`config.mk`:
```
export PLATFORM = sky130hd
export DESIGN_NAME = ptm_timer
export DESIGN_NICKNAME = d
export VERILOG_FILES = /design/src/rtl/ptm_pkg.sv /design/src/rtl/ptm_tick_if.sv /design/src/rtl/ptm_timer.sv /design/src/rtl/ptm_scaler.sv
export SDC_FILE = /design/constraint.sdc
export NUM_CORES = 1
export LEC_CHECK = 0
export BUFFER_PORTS_ARGS = -buffer_cell sky130_fd_sc_hd__buf_2
export CAP_MARGIN = 20
export CORE_MARGIN = 2
export CORE_UTILIZATION = 55
export CTS_CLUSTER_SIZE = 25
export DETAILED_ROUTE_END_ITERATION = 6
export HOLD_SLACK_MARGIN = 0.05
export PLACE_DENSITY = 0.95
export SKIP_CTS_REPAIR_TIMING = 1
export SYNTH_ARGS = -nofsm -noshare
export SYNTH_HDL_FRONTEND = slang
export SYNTH_SLANG_ARGS = --single-unit
```
`constraint.sdc`:
```
create_clock -name mclk -period 5 [get_ports mclk]
set_clock_uncertainty 0.1 [all_clocks]
set_input_delay 1.25 -clock mclk [delete_from_list [all_inputs] [get_ports mclk]]
set_output_delay 1.25 -clock mclk [all_outputs]
set_load 0.05 [all_outputs]
```
`src/rtl/ptm_pkg.sv`:
```
// Shared constants, register map and helpers for the period match timer
package ptm_pkg;
    // Register byte addresses on the AXI4-Lite slave
    localparam logic [7:0] PTM_ADDR_CTRL   = 8'h00;
    localparam logic [7:0] PTM_ADDR_COUNT  = 8'h04;
    localparam logic [7:0] PTM_ADDR_PERIOD = 8'h08;
    localparam logic [7:0] PTM_ADDR_IRQ    = 8'h0c;
    // Control field positions
    localparam int PTM_POST_LSB = 3;
    localparam int PTM_POST_MSB = 6;
    localparam int PTM_RUN_BIT  = 2;
    localparam int PTM_PRE_LSB  = 0;
    localparam int PTM_PRE_MSB  = 1;
    // Interrupt register field positions
    localparam int PTM_FLAG_BIT = 0;
    localparam int PTM_IEN_BIT  = 1;
    localparam int PTM_SSP_BIT  = 2;
    // Reset values
    localparam logic [6:0] PTM_CTRL_RST   = 7'h00;
    localparam logic [7:0] PTM_COUNT_RST  = 8'h00;
    localparam logic [7:0] PTM_PERIOD_RST = 8'hff;
    // Timing: instruction clock is the oscillator divided by four
    localparam int         PTM_MCLK_NS  = 10;
    localparam int         PTM_INST_DIV = 4;
    localparam logic [1:0] PTM_INST_LAST = 2'(PTM_INST_DIV - 1);
    // Prescale select codes
    localparam logic [1:0] PTM_PRE_1  = 2'h0;
    localparam logic [1:0] PTM_PRE_4  = 2'h1;
    localparam logic [1:0] PTM_PRE_16 = 2'h2;
    // AXI responses
    localparam logic [1:0] PTM_RESP_OKAY   = 2'h0;
    localparam logic [1:0] PTM_RESP_SLVERR = 2'h2;

    typedef enum logic [1:0] {PTM_WR_IDLE = 2'b01, PTM_WR_RESP = 2'b10} ptm_wr_type;
    typedef enum logic [1:0] {PTM_RD_IDLE = 2'b01, PTM_RD_DATA = 2'b10} ptm_rd_type;
    typedef enum logic [4:0] {
        PTM_SEL_NONE = 5'b00001, PTM_SEL_CTRL = 5'b00010, PTM_SEL_COUNT = 5'b00100,
        PTM_SEL_PERIOD = 5'b01000, PTM_SEL_IRQ = 5'b10000
    } ptm_sel_type;

    // Last prescale count for each select code
    function automatic logic [5:0] ptm_presc_last(input logic [1:0] sel);
        if (sel == PTM_PRE_1) begin
            return 6'h00;
        end else if (sel == PTM_PRE_4) begin
            return 6'h03;
        end else if (sel == PTM_PRE_16) begin
            return 6'h0f;
        end else begin
            return 6'h3f;
        end
    endfunction
endpackage

```
`src/rtl/ptm_tick_if.sv`:
```
// Carrier between the timer core and its prescaler
`timescale 1ns/1ps
`default_nettype none
interface ptm_tick_if;
    logic       clear;
    logic       run;
    logic [1:0] presc_sel;
    logic       tick;
    modport ctl (output clear, output run, output presc_sel, input tick);
    modport scl (input clear, input run, input presc_sel, output tick);
endinterface
`default_nettype wire

```
`src/rtl/ptm_timer.sv`:
```
// Period match timer core with AXI4-Lite register slave
//
// Our own choices: the AXI4-Lite interface to the registers and the register offsets.
`timescale 1ns/1ps
`default_nettype none
// Behaviour
// - 8-bit counter and 8-bit period register
// - Timer input is oscillator divided by four
// - Prescale counter divides input, 2-bit select
// - Ratios 1:1, 1:4, 1:16, 1:64
// - Compare count with period every timer clock
// - Match drives output and clocks postscaler
// - Count clears on tick after match
// - Postscaler divides matches by one to sixteen
// - Match can raise an interrupt request
// - Count and period readable and writable
// - Any reset: count zero, period all ones
// - Count or control write clears both scalers
// - Every device reset source clears both scalers
// - Control write leaves count unchanged
// - Match optionally drives serial shift clock
// - Postscale code n gives ratio n plus one
// - Prescale codes 00,01,10,11 give 1,4,16,64
// - Timer runs only while run bit set
// - Postscaler fire latches flag, enable gates it
module ptm_timer
    import ptm_pkg::*;
(
    input  wire logic        mclk,
    input  wire logic        rst,
    input  wire logic [6:0]  dev_reset_src,
    input  wire logic [7:0]  s_axi_awaddr,
    input  wire logic        s_axi_awvalid,
    output logic             s_axi_awready,
    input  wire logic [31:0] s_axi_wdata,
    input  wire logic [3:0]  s_axi_wstrb,
    input  wire logic        s_axi_wvalid,
    output logic             s_axi_wready,
    output logic [1:0]       s_axi_bresp,
    output logic             s_axi_bvalid,
    input  wire logic        s_axi_bready,
    input  wire logic [7:0]  s_axi_araddr,
    input  wire logic        s_axi_arvalid,
    output logic             s_axi_arready,
    output logic [31:0]      s_axi_rdata,
    output logic [1:0]       s_axi_rresp,
    output logic             s_axi_rvalid,
    input  wire logic        s_axi_rready,
    output logic             match_out,
    output logic             ssp_shift_clk,
    output logic             irq_request
);
    typedef struct packed {
        ptm_wr_type wr_st;
        ptm_rd_type rd_st;
        logic       aw_got;
        logic       w_got;
        logic [7:0] waddr;
        logic [7:0] wbyte;
        logic       wen;
        logic [1:0] bresp;
        logic [7:0] rbyte;
        logic [1:0] rresp;
        logic [6:0] ctrl;
        logic [7:0] count;
        logic [7:0] period;
        logic [3:0] post_cnt;
        logic       flag;
        logic       irq_en;
        logic       ssp_en;
        logic       match;
        logic       ssp_clk;
    } ptm_state_type;

    ptm_state_type st_ff;
    ptm_state_type nxt_st;
    ptm_sel_type   wsel;
    ptm_sel_type   rsel;
    logic          any_rst;
    logic          wr_go;
    logic          wr_ctl;
    logic          wr_cnt;
    logic          wr_per;
    logic          wr_irq;
    logic          eq;
    logic          fire;
    logic [3:0]    post_sel;
    logic [7:0]    rd_val;

    ptm_tick_if tif ();

    // Register address decode, shared by read and write paths
    function automatic ptm_sel_type ptm_reg_sel(input logic [7:0] addr);
        if (addr == PTM_ADDR_CTRL) begin
            return PTM_SEL_CTRL;
        end else if (addr == PTM_ADDR_COUNT) begin
            return PTM_SEL_COUNT;
        end else if (addr == PTM_ADDR_PERIOD) begin
            return PTM_SEL_PERIOD;
        end else if (addr == PTM_ADDR_IRQ) begin
            return PTM_SEL_IRQ;
        end else begin
            return PTM_SEL_NONE;
        end
    endfunction

    ptm_scaler u_scaler (
        .mclk (mclk),
        .rst  (rst),
        .tif  (tif)
    );

    // Every reset source acts on the timer state
    assign any_rst = rst || (|dev_reset_src);

    // Write is performed once both address and data are held
    assign wsel   = ptm_reg_sel(st_ff.waddr);
    assign wr_go  = st_ff.wr_st == PTM_WR_IDLE && st_ff.aw_got && st_ff.w_got;
    assign wr_ctl = wr_go && st_ff.wen && wsel == PTM_SEL_CTRL;
    assign wr_cnt = wr_go && st_ff.wen && wsel == PTM_SEL_COUNT;
    assign wr_per = wr_go && st_ff.wen && wsel == PTM_SEL_PERIOD;
    assign wr_irq = wr_go && st_ff.wen && wsel == PTM_SEL_IRQ;

    // Scaler control
    assign tif.clear     = any_rst || wr_ctl || wr_cnt;
    assign tif.run       = st_ff.ctrl[PTM_RUN_BIT];
    assign tif.presc_sel = st_ff.ctrl[PTM_PRE_MSB:PTM_PRE_LSB];
    assign post_sel      = st_ff.ctrl[PTM_POST_MSB:PTM_POST_LSB];

    // Match compare and postscaler fire
    assign eq   = st_ff.count == st_ff.period;
    assign fire = tif.tick && eq && !tif.clear && st_ff.post_cnt == post_sel;

    // Read mux; bits above the register width read zero
    assign rsel = ptm_reg_sel(s_axi_araddr);
    always_comb begin
        rd_val = 8'h00;
        if (rsel == PTM_SEL_CTRL) begin
            rd_val = {1'b0, st_ff.ctrl};
        end else if (rsel == PTM_SEL_COUNT) begin
            rd_val = st_ff.count;
        end else if (rsel == PTM_SEL_PERIOD) begin
            rd_val = st_ff.period;
        end else if (rsel == PTM_SEL_IRQ) begin
            rd_val = {5'h00, st_ff.ssp_en, st_ff.irq_en, st_ff.flag};
        end
    end

    // Bus handshakes
    assign s_axi_awready = !st_ff.aw_got && st_ff.wr_st == PTM_WR_IDLE;
    assign s_axi_wready  = !st_ff.w_got && st_ff.wr_st == PTM_WR_IDLE;
    assign s_axi_bvalid  = st_ff.wr_st == PTM_WR_RESP;
    assign s_axi_bresp   = st_ff.bresp;
    assign s_axi_arready = st_ff.rd_st == PTM_RD_IDLE;
    assign s_axi_rvalid  = st_ff.rd_st == PTM_RD_DATA;
    assign s_axi_rdata   = {24'h000000, st_ff.rbyte};
    assign s_axi_rresp   = st_ff.rresp;

    // Timer outputs
    assign match_out     = st_ff.match;
    assign ssp_shift_clk = st_ff.ssp_clk;
    assign irq_request   = st_ff.flag && st_ff.irq_en;

    // Next state for bus, timer and registers
    always_comb begin
        nxt_st = st_ff;
        nxt_st.match = 1'b0;
        nxt_st.ssp_clk = 1'b0;
        // Address and data may arrive in either order
        if (s_axi_awvalid && s_axi_awready) begin
            nxt_st.aw_got = 1'b1;
            nxt_st.waddr = s_axi_awaddr;
        end
        if (s_axi_wvalid && s_axi_wready) begin
            nxt_st.w_got = 1'b1;
            nxt_st.wbyte = s_axi_wdata[7:0];
            nxt_st.wen = s_axi_wstrb[0];
        end
        case (st_ff.wr_st)
            PTM_WR_IDLE: begin
                if (wr_go) begin
                    nxt_st.wr_st = PTM_WR_RESP;
                    nxt_st.bresp = (wsel == PTM_SEL_NONE) ? PTM_RESP_SLVERR : PTM_RESP_OKAY;
                end
            end
            PTM_WR_RESP: begin
                if (s_axi_bready) begin
                    nxt_st.wr_st = PTM_WR_IDLE;
                    nxt_st.aw_got = 1'b0;
                    nxt_st.w_got = 1'b0;
                end
            end
            default: begin
                nxt_st.wr_st = PTM_WR_IDLE;
            end
        endcase
        case (st_ff.rd_st)
            PTM_RD_IDLE: begin
                if (s_axi_arvalid) begin
                    nxt_st.rd_st = PTM_RD_DATA;
                    nxt_st.rbyte = rd_val;
                    nxt_st.rresp = (rsel == PTM_SEL_NONE) ? PTM_RESP_SLVERR : PTM_RESP_OKAY;
                end
            end
            PTM_RD_DATA: begin
                if (s_axi_rready) begin
                    nxt_st.rd_st = PTM_RD_IDLE;
                end
            end
            default: begin
                nxt_st.rd_st = PTM_RD_IDLE;
            end
        endcase
        // Counting; ticks only arrive while the run bit is set
        if (tif.tick) begin
            if (eq) begin
                nxt_st.count = PTM_COUNT_RST;
                nxt_st.match = 1'b1;
                nxt_st.ssp_clk = st_ff.ssp_en;
                if (!tif.clear) begin
                    nxt_st.post_cnt = fire ? 4'h0 : st_ff.post_cnt + 4'h1;
                end
            end else begin
                nxt_st.count = st_ff.count + 8'h01;
            end
        end
        if (tif.clear) begin
            nxt_st.post_cnt = 4'h0;
        end
        // Software writes win over counting; control leaves count alone
        if (wr_ctl) begin
            nxt_st.ctrl = st_ff.wbyte[6:0];
        end
        if (wr_cnt) begin
            nxt_st.count = st_ff.wbyte;
        end
        if (wr_per) begin
            nxt_st.period = st_ff.wbyte;
        end
        if (wr_irq) begin
            if (st_ff.wbyte[PTM_FLAG_BIT]) begin
                nxt_st.flag = 1'b0;
            end
            nxt_st.irq_en = st_ff.wbyte[PTM_IEN_BIT];
            nxt_st.ssp_en = st_ff.wbyte[PTM_SSP_BIT];
        end
        // A fire in the clearing cycle is not lost
        if (fire) begin
            nxt_st.flag = 1'b1;
        end
        if (any_rst) begin
            nxt_st.count = PTM_COUNT_RST;
            nxt_st.period = PTM_PERIOD_RST;
            nxt_st.ctrl = PTM_CTRL_RST;
            nxt_st.post_cnt = 4'h0;
            nxt_st.flag = 1'b0;
            nxt_st.irq_en = 1'b0;
            nxt_st.ssp_en = 1'b0;
            nxt_st.match = 1'b0;
            nxt_st.ssp_clk = 1'b0;
        end
        if (rst) begin
            nxt_st.wr_st = PTM_WR_IDLE;
            nxt_st.rd_st = PTM_RD_IDLE;
            nxt_st.aw_got = 1'b0;
            nxt_st.w_got = 1'b0;
            nxt_st.waddr = 8'h00;
            nxt_st.wbyte = 8'h00;
            nxt_st.wen = 1'b0;
            nxt_st.bresp = PTM_RESP_OKAY;
            nxt_st.rbyte = 8'h00;
            nxt_st.rresp = PTM_RESP_OKAY;
        end
    end

    // State register
    always_ff @(posedge mclk) begin
        st_ff <= nxt_st;
    end
endmodule
`default_nettype wire

```
`src/rtl/ptm_scaler.sv`:
```
// Instruction clock divider and selectable prescaler for the timer
`timescale 1ns/1ps
`default_nettype none
module ptm_scaler
    import ptm_pkg::*;
(
    input  wire logic mclk,
    input  wire logic rst,
    ptm_tick_if.scl   tif
);
    typedef struct packed {
        logic [1:0] inst_cnt;
        logic [5:0] presc_cnt;
        logic       tick;
    } ptm_scl_type;

    ptm_scl_type st_ff;
    ptm_scl_type nxt_st;
    logic        inst;

    assign inst = st_ff.inst_cnt == PTM_INST_LAST;
    assign tif.tick = st_ff.tick;

    // Divider free-runs so the timer phase does not jump on control writes
    always_comb begin
        nxt_st = st_ff;
        nxt_st.tick = 1'b0;
        nxt_st.inst_cnt = inst ? 2'h0 : st_ff.inst_cnt + 2'h1;
        if (tif.clear) begin
            nxt_st.presc_cnt = 6'h00;
        end else if (tif.run && inst) begin
            if (st_ff.presc_cnt == ptm_presc_last(tif.presc_sel)) begin
                nxt_st.presc_cnt = 6'h00;
                nxt_st.tick = 1'b1;
            end else begin
                nxt_st.presc_cnt = st_ff.presc_cnt + 6'h01;
            end
        end
        if (rst) begin
            nxt_st = '0;
        end
    end

    // State register
    always_ff @(posedge mclk) begin
        st_ff <= nxt_st;
    end
endmodule
`default_nettype wire

```
# --- After elaboration in Yosys (flattened, before gate mapping) ---
# Index checks and enable logic that the tools add are counted.
op_classes:
  addsub: 4
  multipliers: 0
  n_div: 0
  n_lt_le_gt_ge: 0
  eq_ne: 30
  n_shift: 0
  mux: 39
  bitwise: 3
  reduce_logical: 41
op_table:
  columns: ["operator", "count"]
  rows:
  - ["two-way mux 8 bit", 6]
  - ["two-way mux 5 bit", 8]
  - ["two-way mux 6 bit", 6]
  - ["equality test 8 x 4 -> 1 bit (second input constant)", 4]
  - ["two-way mux 2 bit", 9]
  - ["equality test 8 x 3 -> 1 bit (second input constant)", 2]
  - ["logical AND 1 bit", 16]
  - ["logical NOT 8 bit", 2]
  - ["AND reduction 2 bit", 6]
  - ["equality test 5 x 1 -> 1 bit (second input constant)", 2]
  - ["equality test 5 x 2 -> 1 bit (second input constant)", 2]
  - ["equality test 5 x 3 -> 1 bit (second input constant)", 2]
  - ["equality test 5 x 4 -> 1 bit (second input constant)", 2]
  - ["equality test 5 bit (second input constant)", 2]
  - ["adder 8 x 1 -> 8 bit (second input constant)", 1]
  - ["equality test 2 bit (second input constant)", 4]
  - ["equality test 8 bit", 1]
  - ["case mux 2 bit (2 select lines)", 2]
  - ["OR reduction 2 bit", 4]
  - ["OR reduction 7 bit", 1]
  - ["adder 6 x 1 -> 6 bit (second input constant)", 1]
  - ["equality test 2 x 1 -> 1 bit (second input constant)", 3]
  - ["equality test 6 bit", 1]
  - ["two-way mux 3 bit", 2]
  - ["13 further kinds", 28]
totals:
  reg_bits: 76
  latch_bits: 0
  ram_bits: 0
  rom_bits: 0
  in_bits: 66
  output_inout_bits: 44
  elab_cells: 139
  memories: 0

# --- Logic depth before layout (Yosys ltp) ---
depth:
  ltp_word: 14
  ltp_mapped: 7
  mapped_depth_nobuf: 6

# --- Modules after synthesis ---
# Synthesis repeated with hierarchy kept, for this count alone.
unflattened:
  cells_unflattened: 426
  hier_area_um2: 3708.6
by_module_without_submodules:
  columns: ["module", "n_inst", "cells_each", "area_each_um2", "seq_area_each_um2"]
  rows:
  - ["ptm_timer", 1, 380, 3274.4, 1301.2]
  - ["ptm_scaler", 1, 46, 434.2, 180.2]

# --- Worst setup path before layout ---
# OpenSTA, ideal clock, no wires.
synth_timing:
  path_kind: "input-to-reg"
  from: "input port rst"
  to: "register st_ff[23] (netlist bit)"
  setup_time_ps: 70
  arrival_time_ps: 2397
  required_ps: 4830
  path_slack_ps: 2433
  cell_stages: 7
  path_buffers: 3
  cell_sequence: "clkbuf_1 -> nor4_1 -> and2_1 -> clkbuf_1 -> clkbuf_1 -> o21ai_0 -> a21oi_1"
synth_between:
  elab_chain_cells: 1
synth_rtl:
  columns: ["element", "line", "source"]
  rows:
  - ["from (decl)", "ptm_timer.sv:30", "input wire logic rst,"]
  - ["logical OR 1 bit", "ptm_timer.sv:114", "assign any_rst = rst || (|dev_reset_src);"]
  - ["to (signal assigned)", "ptm_timer.sv:278", "st_ff <= nxt_st;"]
  - ["to (decl)", "ptm_timer.sv:75", "ptm_state_type st_ff;"]
# Every way passes these cells.
# A chain may end at the register's enable or synchronous reset.

# --- Worst setup path after layout ---
layout_timing:
  from: "input port dev_reset_src[1]"
  to: "register u_scaler.st_ff, in the netlist u_scaler.tif.tick"
layout_between:
  elab_chain_cells: 5
layout_rtl:
  columns: ["element", "line", "source"]
  rows:
  - ["from (decl)", "ptm_timer.sv:31", "input wire logic [6:0] dev_reset_src,"]
  - ["OR reduction 7 bit", "ptm_timer.sv:114", null]
  - ["logical OR 1 bit", "ptm_timer.sv:114", null]
  - ["logical OR 1 bit (2 in series)", "ptm_timer.sv:125", "assign tif.clear = any_rst || wr_ctl || wr_cnt;"]
  - ["OR reduction 3 bit (no line)", null, null]
  - ["to (signal assigned)", "ptm_scaler.sv:46", "st_ff <= nxt_st;"]
  - ["to (decl)", "ptm_scaler.sv:17", "ptm_scl_type st_ff;"]
# Every way passes these cells.

==> qor.yml <==
dr.pass1.iters: 5
finalCoreUtilization: 0.628
wl_um: 8000
routed_via_density: 5.70
critPathLaunchType: "primary input"
cp_max_fo: 14
clock.fmax_mhz: 363
io_buffers: 56
synth_cells: 443
synth_edf_count: 0
diodes: 0
synth_largest_area_cell: "dfxtp_1"
setup_total_negative_slack_ns: 0
post-route-period-util: 0.551
antenna_found_initial: 0
hold_ws_ns: 0.331
placeableCoreArea_um2: 6390
first_iter_violations: 189
drv_slew: 0
die_x_um: 85.7
hp-class: "reg2reg"
cpMostUsedCell: "nor4_1"
maxCapViolCount: 0
final_cell_mix: "dfxtp_1 (74), nand2_1 (66), buf_2 (56), a21oi_1 (43), nor2_1 (31)"
r2r_end: "st_ff[13]"
ys_async_sr_fraction: 0
reg2reg_slack_ns: 2.81
area_growth_pct: 9.35
cts.sink_count: 74
vias: 3201
grt_setup_unrepaired: "no"
crit_start: "dev_reset_src[1]"
clkTransAtPathRegs_ns: 0.07
grt_pass1_wl_um: 13300
crit_slowest_cell: "nor4_1"
drive_gt1_frac: 0.165
cts_buffer_depth: 2
status: "finished, final reports clean"
nFillCells: 559
drc: 0
finalHoldViolCount: 0
post-route-min-period_ns: 2.76
maxSlewHeadroom: 0.498
tritoncts: "built"
synth_area_leaders: "dfxtp_1 (40%), buf_4 (7.6%), nand2_1 (6.8%), a21oi_1 (5.9%), mux2i_1 (5.5%)"
cts_made_buffers: 9
grt_use_total: 0.228
synth.distinct_cells: 49
path_cells: "buf_2 -> nor4_1 -> nand2_1 -> a31o_2 -> nor4_1"
ys_seq_area_frac: 0.404
initial_utilization: 0.574
final_common_cell: "dfxtp_1"
die_h_um: 85.7
synthFlopType: "dfxtp_1"
syn_area_per_cell_um2: 8.28
post_drt_wl_per_cell_um: 14.2
grt_overflow_total: 0
cp-end-kind: "register"
synth_seq_cells: 74
dieArea_um2: 7340
pin_count: 110
grt_pass1_vias: 2951
syn_area_um2: 3670
place.gp.congestion: 0.907
dp_hpwl_um: 5950
crit_end: "u_scaler.tif.tick"
ir_drop_uv: 195
leakage_nw: 1.58
rows: 29
critPathMaxStageDelay_ns: 0.44
critPathKind: "in2reg"
worstPathArrival_ns: 2.91
grt_max_degree: 34
worst_pin_slew_ns: 0.747
cts-htree-levels: 3
power_density_nw_per_um2: 309
reg2reg_depth: 5
setup_violations: 0
final_net_count: 550
root_buffer: "clkbuf_8"
synth.top_cell.area_share: 0.404
clock_latency_ns: 0.35
r2r-start: "st_ff[60]"
yosysWarnings: 0
antenna_left: 0
cp.required_ns: 5.16
## cell families (layout without fill, tap and decap cells)
| group | after synthesis | in the layout | share of synthesized area |
|---|---|---|---|
| AOI/OAI and AO/OA | 88 | 88 | 0.142 |
| xor gates and xnor gates | 16 | 16 | 0.0382 |
| adders and majority gates | 5 | 5 | 0.0164 |
| buffers and inverters | 67 | 84 | 0.107 |
| DFF | 74 | 74 | 0.404 |
| muxes | 20 | 20 | 0.0546 |
| other | 1 | 26 | 0.00102 |
| and+or+nand+nor | 172 | 172 | 0.237 |
## worst max-delay path, delay by kind of cell
kind	cells	cell delay, ns
AO/OA/AOI/OAI	1	0.42
AND/OR/NAND/NOR	3	1.14
buffers and inverters	1	0.10
## final cells by class
class,instances,area [um^2],area share
Tap cell,77,96.3,0.0240
Inverter,11,41.3,0.0103
Sequential cell,74,1480,0.369
Multi-Input combinational cell,327,1890,0.471
Clock inverter,3,46.3,0.0115
Timing Repair Buffer,57,288,0.0718
Clock buffer,13,169,0.0421
## metal layers
layer,GRT usage,wire [um],up-vias
met1,0.262,3260,1477
li1,-,-,1545
met2,0.392,3880,142
met5,0,0,-
met4,0.0808,249,0
met3,0.0799,609,37
## through the flow
| stage | setup WS, ns | area (um^2) | total power [W] | instances |
|---|---|---|---|---|
| floorplan | 2.43 | 3760 | 0.000752 | 468 |
| global placement | 2.10 | 3790 | 0.000763 | 546 |
| global route | 2.19 | 4010 | 0.00129 | 562 |
| finish | 2.24 | 4010 | 0.00124 | 562 |
| CTS | 2.34 | 4010 | 0.00125 | 562 |
| detailed placement | 1.97 | 3790 | 0.000767 | 546 |
## synthesized netlist by cell type, types with 6 or more instances
cell type and instances:
nand4_1 6, clkbuf_1 18, buf_4 37, nor3b_1 6, dfxtp_1 74, nor3_1 10, a21oi_1 43, inv_1 11
mux2i_1 20, xor2_1 15, nor4_1 8, nor2_1 31, o22ai_1 7, o21ai_0 14, nand2_1 66, nor2b_1 10
## sequential cells by signal, indices dropped and copies added, names as in the netlist
name and flops:
match_out 1, post_sel 4, s_axi_bresp 1, s_axi_rdata 8, s_axi_rresp 1, ssp_shift_clk 1, st_ff 49, u_scaler.st_ff 8
u_scaler.tif.tick 1
## power breakdown
part | leakage (nW) | switching, W | internal, W | total [W]
registers | 0.601 | 0.0000138 | 0.000605 | 0.000619
logic | 0.869 | 0.000101 | 0.0000340 | 0.000135
clock network | 0.106 | 0.000214 | 0.000272 | 0.000486
total | 1.58 | 0.000328 | 0.000911 | 0.00124
## how the worst min path moves through the flow
stage / start / end / slack [ns] / cells after the start
final: u_scaler.st_ff[7] / u_scaler.st_ff[7] / 0.33 / 1
after global routing: u_scaler.st_ff[7] / u_scaler.st_ff[7] / 0.36 / 1
after CTS: u_scaler.st_ff[7] / u_scaler.st_ff[7] / 0.34 / 1
after detailed placement: u_scaler.st_ff[7] / u_scaler.st_ff[7] / 0.33 / 1
after global placement: u_scaler.st_ff[7] / u_scaler.st_ff[7] / 0.32 / 1
after floorplan: u_scaler.st_ff[7] / u_scaler.st_ff[7] / 0.31 / 1
No activity file was read; power rests on OpenSTA's default activity.
